==> config.mk <==
export PLATFORM = sky130hd
export DESIGN_NAME = cxse_stream_guard
export DESIGN_NICKNAME = d
export VERILOG_FILES = /design/src/pkg/cxse_pkg.sv /design/src/logic/cxse_fifo.sv /design/src/logic/cxse_frame_begin.sv /design/src/logic/cxse_stream_guard.sv
export SDC_FILE = /design/constraint.sdc
export NUM_CORES = 1
export LEC_CHECK = 0
export BUFFER_PORTS_ARGS = -buffer_cell sky130_fd_sc_hd__buf_2
export CORE_ASPECT_RATIO = 2
export CORE_MARGIN = 2
export CORE_UTILIZATION = 40
export DETAILED_ROUTE_END_ITERATION = 7
export PLACE_DENSITY = 0.63
export SLEW_MARGIN = 10
export SYNTH_ARGS = -nofsm -noshare
export SYNTH_HDL_FRONTEND = slang
export SYNTH_SLANG_ARGS = --single-unit
==> constraint.sdc <==
create_clock -name clk -period 11.34 [get_ports clk]
set_clock_uncertainty 0.15 [all_clocks]
set_input_delay 1.134 -clock clk [delete_from_list [all_inputs] [get_ports clk]]
set_output_delay 1.134 -clock clk [all_outputs]
set_load 0.005 [all_outputs]
==> src/pkg/cxse_pkg.sv <==
// constants, field layouts and carrier types of the stream fault event block
// assumes one acquisition clock; header and crc reports arrive as one-cycle pulses
// Behaviour
// - frames longer than the header size lose their surplus pixels and lines.
// - frames shorter than the header size are padded with filler to full size.
// - any header versus received size mismatch also raises a fault event.
// - each fault event is a record of four sixteen-bit words.
// - word zero carries the image tag of the affected frame.
// - word one carries the stream id in its upper byte, lower byte reserved.
// - word two flags crc, marker, uncorrectable header and size errors in bits 0-3.
// - word three bit zero: 0 frame already forwarded, 1 frame discarded.
// - a gap in incoming frame tags raises a discarded-frame event.
// - a frame dropped while padding raises a discarded-frame event.
// - a dropped corrupted-frame event sets word three bit one later.
// - dropped discarded-frame events set bit two and count in bits 3-15.
// - every delivered event notifies software; same-tag events may merge, flags ORed.
// - an event carrying loss information is never merged with later ones.
// - crc events are reported late and may name a neighbouring frame tag.
// - one event path serves both taps, told apart by stream id.
// - area mode raises a frame begin event on each frame's first pixel.
// - frame begin events are suppressed while acquisition is stopped.
// - line mode frame begin coincides with generated frame's first pixel.
package cxse_pkg;
    localparam int PIX_W = 16;
    localparam int DIM_W = 17;
    localparam int EV_W = 16;
    localparam int TAG_W = 16;
    localparam int SID_W = 8;
    localparam int SID_LSB = 8;
    localparam int LCNT_W = 13;
    localparam int W2_CRC = 0;
    localparam int W2_SIZE = 3;
    localparam int W3_TYPE = 0;
    localparam int W3_LOSS_C = 1;
    localparam int W3_LOSS_L = 2;
    localparam int W3_CNT_LSB = 3;
    localparam int PIX_FIFO_DEPTH = 8;
    localparam int EVQ_DEPTH = 8;
    localparam logic TYPE_CORRUPT = 1'h0;
    localparam logic TYPE_LOST = 1'h1;
    localparam logic [PIX_W-1:0] FILL_PIX = 16'h0000;
    localparam logic [DIM_W-1:0] DIM_ONE = 17'h00001;
    localparam logic [TAG_W-1:0] TAG_ONE = 16'h0001;
    localparam logic [LCNT_W-1:0] LCNT_ONE = 13'h0001;
    localparam logic [LCNT_W-1:0] LCNT_MAX = 13'h1FFF;

    typedef enum logic [1:0] {ST_IDLE, ST_RUN, ST_PAD, ST_DRAIN} cxse_state_e;

    typedef struct packed {
        logic [TAG_W-1:0] tag;
        logic [SID_W-1:0] sid;
        logic [DIM_W-1:0] width;
        logic [DIM_W-1:0] height;
        logic marker_err;
        logic uncorr_err;
    } cxse_hdr_s;

    typedef struct packed {
        logic [PIX_W-1:0] data;
        logic line_end;
        logic frame_end;
    } cxse_pix_s;

    typedef struct packed {
        logic [EV_W-1:0] w3;
        logic [EV_W-1:0] w2;
        logic [EV_W-1:0] w1;
        logic [EV_W-1:0] w0;
    } cxse_evt_s;
endpackage : cxse_pkg
==> src/logic/cxse_fifo.sv <==
// synchronous valid/ready fifo, width and depth as parameters
// assumes depth is a power of two; one clock, asynchronous reset
`timescale 1ns/1ps
module cxse_fifo #(
    parameter int W = 8,
    parameter int DEPTH = 8
) (
    input wire logic clk,
    input wire logic rst,
    input wire logic in_valid,
    input wire logic [W-1:0] in_data,
    output logic in_ready,
    output logic out_valid,
    output logic [W-1:0] out_data,
    input wire logic out_ready
);
    localparam int AW = $clog2(DEPTH);
    typedef struct packed {
        logic [AW-1:0] wr;
        logic [AW-1:0] rd;
        logic [AW:0] cnt;
    } cxse_fifo_s;
    cxse_fifo_s q, d;
    logic [W-1:0] mem [DEPTH];
    logic wr_en;
    logic rd_en;

    assign in_ready = q.cnt != (AW+1)'(DEPTH);
    assign out_valid = q.cnt != '0;
    assign out_data = mem[q.rd];
    assign wr_en = in_valid && in_ready;
    assign rd_en = out_valid && out_ready;

    always_comb begin
        d = q;
        if (wr_en) d.wr = q.wr + 1'b1;
        if (rd_en) d.rd = q.rd + 1'b1;
        if (wr_en && !rd_en) d.cnt = q.cnt + 1'b1;
        if (rd_en && !wr_en) d.cnt = q.cnt - 1'b1;
    end

    always_ff @(posedge clk or posedge rst) begin
        if (rst) q <= '0;
        else q <= d;
    end

    always_ff @(posedge clk) begin
        if (wr_en) mem[q.wr] <= in_data;
    end
endmodule : cxse_fifo

==> src/logic/cxse_frame_begin.sv <==
// frame begin event for area and line mode acquisition
// assumes first-pixel strobes are one-cycle pulses on accepted pixels
`timescale 1ns/1ps
module cxse_frame_begin (
    input wire logic clk,
    input wire logic rst,
    input wire logic acq_run,
    input wire logic line_mode,
    input wire logic area_first,
    input wire logic line_first,
    input wire logic gen_first,
    output logic begin_evt
);
    typedef struct packed {
        logic evt;
    } cxse_fb_s;
    cxse_fb_s q, d;

    always_comb begin
        d = q;
        d.evt = acq_run && (line_mode ? (gen_first && line_first) : area_first);
    end

    always_ff @(posedge clk or posedge rst) begin
        if (rst) q <= '0;
        else q <= d;
    end

    assign begin_evt = q.evt;

    a_begin_stopped: assert property (@(posedge clk) disable iff (rst)
        !acq_run |=> !begin_evt) else $error("frame begin while stopped");
    a_begin_line: assert property (@(posedge clk) disable iff (rst)
        acq_run && line_mode && gen_first && line_first |=> begin_evt)
        else $error("line frame begin missing");
    a_begin_area: assert property (@(posedge clk) disable iff (rst)
        acq_run && !line_mode && area_first |=> begin_evt)
        else $error("area frame begin missing");
endmodule : cxse_frame_begin

==> src/logic/cxse_stream_guard.sv <==
// stream guard: conforms frames to header size and queues fault events
// assumes a header pulse precedes each frame's pixels; crc pulses come at packet end
`timescale 1ns/1ps
module cxse_stream_guard import cxse_pkg::*; #(
    parameter int PIX_DEPTH = PIX_FIFO_DEPTH,
    parameter int EV_DEPTH = EVQ_DEPTH
) (
    input wire logic clk,
    input wire logic rst,
    input wire logic acq_run,
    input wire logic line_mode,
    input wire logic gen_frame_first,
    input wire logic hdr_valid,
    input wire cxse_hdr_s hdr,
    input wire logic crc_err,
    input wire logic in_valid,
    input wire cxse_pix_s in_pix,
    output logic in_ready,
    output logic out_valid,
    output cxse_pix_s out_pix,
    input wire logic out_ready,
    output logic ev_valid,
    output cxse_evt_s ev_rec,
    input wire logic ev_ready,
    output logic frame_begin_event,
    output logic size_mismatch,
    output logic loss_pending
);
    typedef struct packed {
        cxse_state_e state;
        logic [DIM_W-1:0] col;
        logic [DIM_W-1:0] row;
        logic [DIM_W-1:0] width;
        logic [DIM_W-1:0] height;
        logic [TAG_W-1:0] tag;
        logic [TAG_W-1:0] prev_tag;
        logic [SID_W-1:0] sid;
        logic have_prev;
        logic skip;
        logic fl_mark;
        logic fl_unc;
        logic fl_size;
        logic hold_v;
        logic hold_lossy;
        logic loss_c;
        logic loss_l;
        logic lost_ovf;
        logic [LCNT_W-1:0] lost_cnt;
        cxse_evt_s hold;
    } cxse_guard_s;

    cxse_guard_s q, d;
    logic pin_ready;
    logic push_v;
    cxse_pix_s push_pix;
    logic adv;
    logic beat_last;
    logic line_last;
    logic first_px;
    logic line_first;
    logic size_err;
    logic done;
    logic c_v;
    logic [3:0] c_fl;
    logic l_v;
    logic [TAG_W-1:0] l_tag;
    logic [SID_W-1:0] l_sid;
    logic cand_v;
    cxse_evt_s cand;
    logic [EV_W-1:0] cand_w2;
    logic merge;
    logic evq_ready;
    logic q_push;
    cxse_evt_s q_data;
    logic bump_c;
    logic bump_l;

    function automatic cxse_evt_s mk_evt(input logic [TAG_W-1:0] tag,
        input logic [SID_W-1:0] sid, input logic [3:0] fl, input logic typ);
        cxse_evt_s e;
        e = '0;
        e.w0 = tag;
        e.w1[EV_W-1:SID_LSB] = sid;
        e.w2[W2_SIZE:W2_CRC] = fl;
        e.w3[W3_TYPE] = typ;
        return e;
    endfunction : mk_evt

    always_comb begin
        d = q;
        in_ready = 1'b0;
        push_v = 1'b0;
        push_pix = '0;
        adv = 1'b0;
        first_px = 1'b0;
        line_first = 1'b0;
        size_err = 1'b0;
        done = 1'b0;
        l_v = 1'b0;
        l_tag = q.tag;
        l_sid = q.sid;
        line_last = q.col == q.width - DIM_ONE;
        beat_last = line_last && (q.row == q.height - DIM_ONE);
        case (q.state)
            ST_IDLE: begin
                in_ready = q.skip;
                if (in_valid && q.skip && in_pix.frame_end) d.skip = 1'b0;
                if (hdr_valid) begin
                    if (q.have_prev && hdr.tag != q.prev_tag + TAG_ONE) begin
                        l_v = 1'b1;
                        l_tag = q.prev_tag + TAG_ONE;
                        l_sid = hdr.sid;
                    end
                    d.state = ST_RUN;
                    d.col = '0;
                    d.row = '0;
                    d.width = hdr.width;
                    d.height = hdr.height;
                    d.tag = hdr.tag;
                    d.prev_tag = hdr.tag;
                    d.sid = hdr.sid;
                    d.have_prev = 1'b1;
                    d.fl_mark = hdr.marker_err;
                    d.fl_unc = hdr.uncorr_err;
                    d.fl_size = 1'b0;
                end
            end
            ST_RUN: begin
                in_ready = pin_ready;
                if (in_valid && pin_ready) begin
                    adv = 1'b1;
                    push_pix.data = in_pix.data;
                    first_px = (q.col == '0) && (q.row == '0);
                    line_first = q.col == '0;
                    if (beat_last) begin
                        if (in_pix.frame_end) begin
                            done = 1'b1;
                        end else begin
                            size_err = 1'b1;
                            d.state = ST_DRAIN;
                        end
                    end else if (in_pix.frame_end) begin
                        size_err = 1'b1;
                        d.state = ST_PAD;
                    end
                end
            end
            ST_PAD: begin
                in_ready = q.skip;
                if (in_valid && q.skip && in_pix.frame_end) d.skip = 1'b0;
                if (pin_ready) begin
                    adv = 1'b1;
                    push_pix.data = FILL_PIX;
                    done = beat_last;
                end
            end
            ST_DRAIN: begin
                in_ready = 1'b1;
                done = in_valid && in_pix.frame_end;
            end
            default: begin
                d.state = ST_IDLE;
            end
        endcase
        if (adv) begin
            push_v = 1'b1;
            push_pix.line_end = line_last;
            push_pix.frame_end = beat_last;
            if (line_last) begin
                d.col = '0;
                d.row = q.row + DIM_ONE;
            end else begin
                d.col = q.col + DIM_ONE;
            end
        end
        if (hdr_valid && q.state != ST_IDLE) begin
            l_v = 1'b1;
            l_tag = hdr.tag;
            l_sid = hdr.sid;
            d.prev_tag = hdr.tag;
            d.skip = 1'b1;
        end
        if (size_err) d.fl_size = 1'b1;
        if (done) d.state = ST_IDLE;

        c_fl = {done && q.fl_size, done && q.fl_unc, done && q.fl_mark, crc_err};
        c_v = c_fl != '0;
        cand_v = c_v || l_v;
        if (c_v) cand = mk_evt(q.tag, q.sid, c_fl, TYPE_CORRUPT);
        else cand = mk_evt(l_tag, l_sid, 4'h0, TYPE_LOST);
        cand_w2 = cand.w2;
        merge = cand_v && q.hold_v && !q.hold_lossy && (q.hold.w0 == cand.w0)
            && (q.hold.w1 == cand.w1) && (q.hold.w3[W3_TYPE] == cand.w3[W3_TYPE]);

        q_push = 1'b0;
        q_data = q.hold;
        bump_c = 1'b0;
        bump_l = c_v && l_v;
        if (merge) begin
            d.hold.w2 = q.hold.w2 | cand.w2;
        end else if (cand_v && q.hold_v && !evq_ready) begin
            if (c_v) bump_c = 1'b1;
            else bump_l = 1'b1;
        end else if (cand_v) begin
            q_push = q.hold_v;
            d.hold = cand;
            d.hold.w3[W3_LOSS_C] = q.loss_c;
            d.hold.w3[W3_LOSS_L] = q.loss_l;
            d.hold.w3[EV_W-1:W3_CNT_LSB] = q.lost_ovf ? '0 : q.lost_cnt;
            d.hold_v = 1'b1;
            d.hold_lossy = q.loss_c || q.loss_l;
            d.loss_c = 1'b0;
            d.loss_l = 1'b0;
            d.lost_cnt = '0;
            d.lost_ovf = 1'b0;
        end else if (q.hold_v && q.state == ST_IDLE && evq_ready) begin
            q_push = 1'b1;
            d.hold_v = 1'b0;
            d.hold_lossy = 1'b0;
        end
        if (bump_c) d.loss_c = 1'b1;
        if (bump_l) begin
            d.loss_l = 1'b1;
            if (d.lost_ovf || d.lost_cnt == LCNT_MAX) begin
                d.lost_cnt = '0;
                d.lost_ovf = 1'b1;
            end else begin
                d.lost_cnt = d.lost_cnt + LCNT_ONE;
            end
        end
    end

    always_ff @(posedge clk or posedge rst) begin
        if (rst) q <= '0;
        else q <= d;
    end

    cxse_fifo #(.W($bits(cxse_pix_s)), .DEPTH(PIX_DEPTH)) u_pix_fifo (
        .clk(clk),
        .rst(rst),
        .in_valid(push_v),
        .in_data(push_pix),
        .in_ready(pin_ready),
        .out_valid(out_valid),
        .out_data(out_pix),
        .out_ready(out_ready)
    );

    cxse_fifo #(.W($bits(cxse_evt_s)), .DEPTH(EV_DEPTH)) u_evt_fifo (
        .clk(clk),
        .rst(rst),
        .in_valid(q_push),
        .in_data(q_data),
        .in_ready(evq_ready),
        .out_valid(ev_valid),
        .out_data(ev_rec),
        .out_ready(ev_ready)
    );

    cxse_frame_begin u_begin (
        .clk(clk),
        .rst(rst),
        .acq_run(acq_run),
        .line_mode(line_mode),
        .area_first(first_px),
        .line_first(line_first),
        .gen_first(gen_frame_first),
        .begin_evt(frame_begin_event)
    );

    assign size_mismatch = q.fl_size;
    assign loss_pending = q.loss_c || q.loss_l;

    a_drain_silent: assert property (@(posedge clk) disable iff (rst)
        q.state == ST_DRAIN |-> !push_v) else $error("surplus pixel forwarded");
    a_pad_filler: assert property (@(posedge clk) disable iff (rst)
        q.state == ST_PAD && pin_ready |-> push_v && push_pix.data == FILL_PIX)
        else $error("pad cycle without filler");
    a_short_size: assert property (@(posedge clk) disable iff (rst)
        q.state == ST_RUN && in_valid && pin_ready && in_pix.frame_end && !beat_last
        |=> q.fl_size && q.state == ST_PAD) else $error("short frame not flagged");
    a_gap_lost: assert property (@(posedge clk) disable iff (rst)
        q.state == ST_IDLE && hdr_valid && q.have_prev && hdr.tag != q.prev_tag + TAG_ONE
        |-> l_v && l_tag == q.prev_tag + TAG_ONE) else $error("tag gap not reported");
    a_busy_drop: assert property (@(posedge clk) disable iff (rst)
        q.state == ST_PAD && hdr_valid |=> q.skip) else $error("frame during pad kept");
    a_corrupt_loss: assert property (@(posedge clk) disable iff (rst)
        c_v && q.hold_v && !evq_ready && !merge |=> q.loss_c)
        else $error("corrupt loss not recorded");
    a_lost_count: assert property (@(posedge clk) disable iff (rst)
        bump_l && q.hold_v && !evq_ready && !merge && !q.lost_ovf && q.lost_cnt != LCNT_MAX
        |=> q.lost_cnt == $past(q.lost_cnt) + LCNT_ONE) else $error("lost count wrong");
    a_lossy_apart: assert property (@(posedge clk) disable iff (rst)
        q.hold_v && q.hold_lossy && cand_v && evq_ready |=> q.hold.w2 == $past(cand_w2))
        else $error("lossy event merged");
    a_type_lost: assert property (@(posedge clk) disable iff (rst)
        l_v && !c_v && !q.hold_v |=> q.hold_v && q.hold.w3[W3_TYPE] == TYPE_LOST)
        else $error("lost event type wrong");
endmodule : cxse_stream_guard

==> out/metrics.yaml <==
synthesis:
  syn-instance-count: 2111
  synth_ff_type: "edfxtp_1"
  yosysTopAreaCellShare: 0.4757
  ys_types: 97
  synth_area_leaders: "edfxtp_1 48%, dfrtp_1 16%, mux4_2 8.9%"
  async_flop_share: 0.2853
  synthTopCellsByCount: "496 x edfxtp_1, 198 x dfrtp_1, 140 x mux2_2"
  yosys.area.top_type: "edfxtp_1"
  netlist_area_mm2: 0.03131
  ys_seq_area_frac: 0.6339
  synth_edf_count: 496
  ys_seq_elements: 694
  avgSynthCellArea_um2: 14.83
  yosys_warnings: 0
  yosysMostFrequentCell: "edfxtp_1"
place:
  gp_congestion: 0.9195
  post-place-ws_ps: 3329
  numPortBuffers: 154
  dp.cells: 3217
  dpl.hpwl_um: 51970
  dpl_cell_area_mm2: 0.03316
hold_path:
  hold-path-endpoint: "q[85]$_DFFE_PP0P_"
  holdPathStages: 2
  min_from: "q[85]$_DFFE_PP0P_"
  hold_class: "register to register"
grt:
  grt_pass1_wl_um: 116900
  first_global_vias: 19400
  grt_max_degree: 88
  track_usage: 0.1908
  antenna_found_initial: 14
  grt-ovfl-total: 0
floorplan:
  pin_count: 176
  dieHeight_um: 399.7
  coreArea_mm2: 0.07783
  start_util: 0.4023
  die_w_um: 201.8
  die-area_mm2: 0.08067
  rows: 145
route:
  vias_per_cell: 5.550
  vias: 18480
  drt_iter0_markers: 1178
  wire_per_inst_um: 23.10
  drt-total-wl_um: 76910
  drc: 0
  antenna_left: 0
  first_pass_iters: 5
clocking:
  cts_tree: "built"
  clock_latency_ps: 650
  cts_resized: 0
  postCtsSetupRepairBufs: 0
  hold_buffers: 0
  root_buffer: "clkbuf_16"
  cts_buffer_depth: 3
  clkSlewWorstSetupHoldPaths_ps: 70
  cts_buffers: 59
  h-tree-depth: 2
  cts.sinks: 694
worst_setup_path:
  rrSetupSlack_ps: 3250
  rr_worst_depth: 26
  reg2reg_from: "q[127]$_DFFE_PP0P_"
  setup.worst_path.class: "register to register"
  cp.arrival_ps: 8440
  r2r-end: "q[73]$_DFF_PP0_"
  end_kind: "register"
  cp_max_fo: 20
  worstPathRequired_ps: 11690
  setup.worst_path.start_class: "register"
sta:
  final-hold-violation-count: 0
  fin_crit_ps: 8088
  post-route-period-util: 0.7132
  slew-limit-headroom: 0.2607
  rsz0062_at_grt: "false"
  tns_ps: 0
  final_max_slew_viol_count: 0
  fmax_mhz: 123.6
  final.setup.worst_slack_ps: 3252
  setup_viol: 0
  max_slew.worst_pin.slew_ps: 1109
pwr:
  peakVddDrop_mv: 0.1546
  p_per_area_mw_per_mm2: 262.7
  p_leak_nw: 12.65
outcome:
  outcome: "finished, final reports clean"
final_layout:
  post-route-util: 0.4528
  fill_cells: 6791
  nets: 2363
  layout-drive-gt1-share: 0.2578
  fin_area_mm2: 0.03524
  finalNonFillerCells: 3330
  areaGrowthSynthToFinish_pct: 12.54
run:
  drv_cap: 0
-- kinds of logic (layout without fill, tap and decap cells) --
logic type,count (synthesis),after routing,synth area share
muxes,289,289,0.1482
adders and majority gates,26,26,0.01087
xor gates and xnor gates,104,104,0.03049
and+or+nand+nor,503,503,0.08623
buffers and inverters,187,357,0.02689
AOI/OAI and AO/OA,307,307,0.06334
DFF,694,694,0.6339
other,1,21,0.0001198
-- state kept, by name, indices dropped and copies added (netlist names) --
name and flops:
q 176, size_mismatch 1, u_begin.begin_evt 1, u_evt_fifo.mem 352
u_evt_fifo.q 10, u_pix_fifo.mem 144, u_pix_fifo.q 10
-- report_power, final --
| group | switching, W | total (W) | leakage (nW) | internal [W] |
|---|---|---|---|---|
| clock | 0.000945 | 0.00215 | 1.01 | 0.00120 |
| sequential | 0.000625 | 0.00416 | 7.08 | 0.00353 |
| combinational | 0.00155 | 0.00295 | 4.56 | 0.00140 |
| total | 0.00312 | 0.00926 | 12.6 | 0.00614 |
-- stage by stage --
step | hold WS, ps | total power, W
3_5_place_dp | 318.9 | 0.007229
4_1_cts | 340.9 | 0.009389
2_1_floorplan | 295.9 | 0.006110
6_report | 338.9 | 0.009258
3_3_place_gp | 326.7 | 0.007114
5_1_grt | 354.2 | 0.009761
-- worst max path at each step --
stage	to	startpoint	depth (start not counted)
6_report	q[73]$_DFF_PP0_	q[127]$_DFFE_PP0P_	26
5_1_grt	q[73]$_DFF_PP0_	q[144]$_DFFE_PP0P_	26
4_1_cts	q[73]$_DFF_PP0_	q[127]$_DFFE_PP0P_	26
3_5_place_dp	q[69]$_DFF_PP0_	q[127]$_DFFE_PP0P_	26
3_3_place_gp	q[75]$_DFF_PP0_	q[127]$_DFFE_PP0P_	26
2_1_floorplan	u_evt_fifo.mem[4][0]$_DFFE_PP_	q[127]$_DFFE_PP0P_	22
-- cell usage in the layout, fill, tap and decap left out, drive strengths merged, types with 14 or more instances in the layout --
master,instances
clkbuf,77
o21ai,113
buf,181
a31oi,14
nand4,24
nor3,40
nor4,28
inv,67
nand2,135
edfxtp,496
mux4,124
mux2i,22
ha,24
xor2,43
mux2,143
and3,29
and2,22
a21oi,54
clkinv,21
nand2b,27
xnor2,58
dfrtp,198
nor2,73
nand3,57
conb,20
-- per-layer routing --
metal  share of wire  GRT usage  routed length [um]
met1            0.36     0.2048               28000
met2            0.54     0.3610               41700
met3           0.046    0.03340                3572
met4           0.046    0.08824                3501
met5          0.0018          0                 139
-- critical path, cell delays in order, from the launching register on --
cell	delay [ps]
dfrtp_1	460
inv_1	100
ha_1	240
nor4b_2	340
nand4b_2	210
or3b_1	410
a211o_1	310
a22oi_2	270
nand4b_1	230
or3_1	440
inv_1	90
ha_1	160
a32oi_1	160
a21boi_2	560
nor2_2	80
buf_4	250
mux2i_1	200
a2111o_1	460
or4_4	640
nand3_2	150
and2_1	200
ha_1	240
nand3_1	190
nor3_1	350
a21oi_1	290
o31ai_1	660
a21oi_1	100
-- cell type report --
cell class	count	area [um^2]	area share
Sequential cell	694	19860	0.5636
Multi-Input combinational cell	1249	10790	0.3062
Clock buffer	77	1659	0.04708
Tap cell	1029	1287	0.03654
Timing Repair Buffer	181	973.4	0.02762
Clock inverter	35	416.7	0.01182
Inverter	64	247.7	0.007030
Antenna cell	1	2.502	0.00007101
No activity file was read; power rests on OpenSTA's default activity.
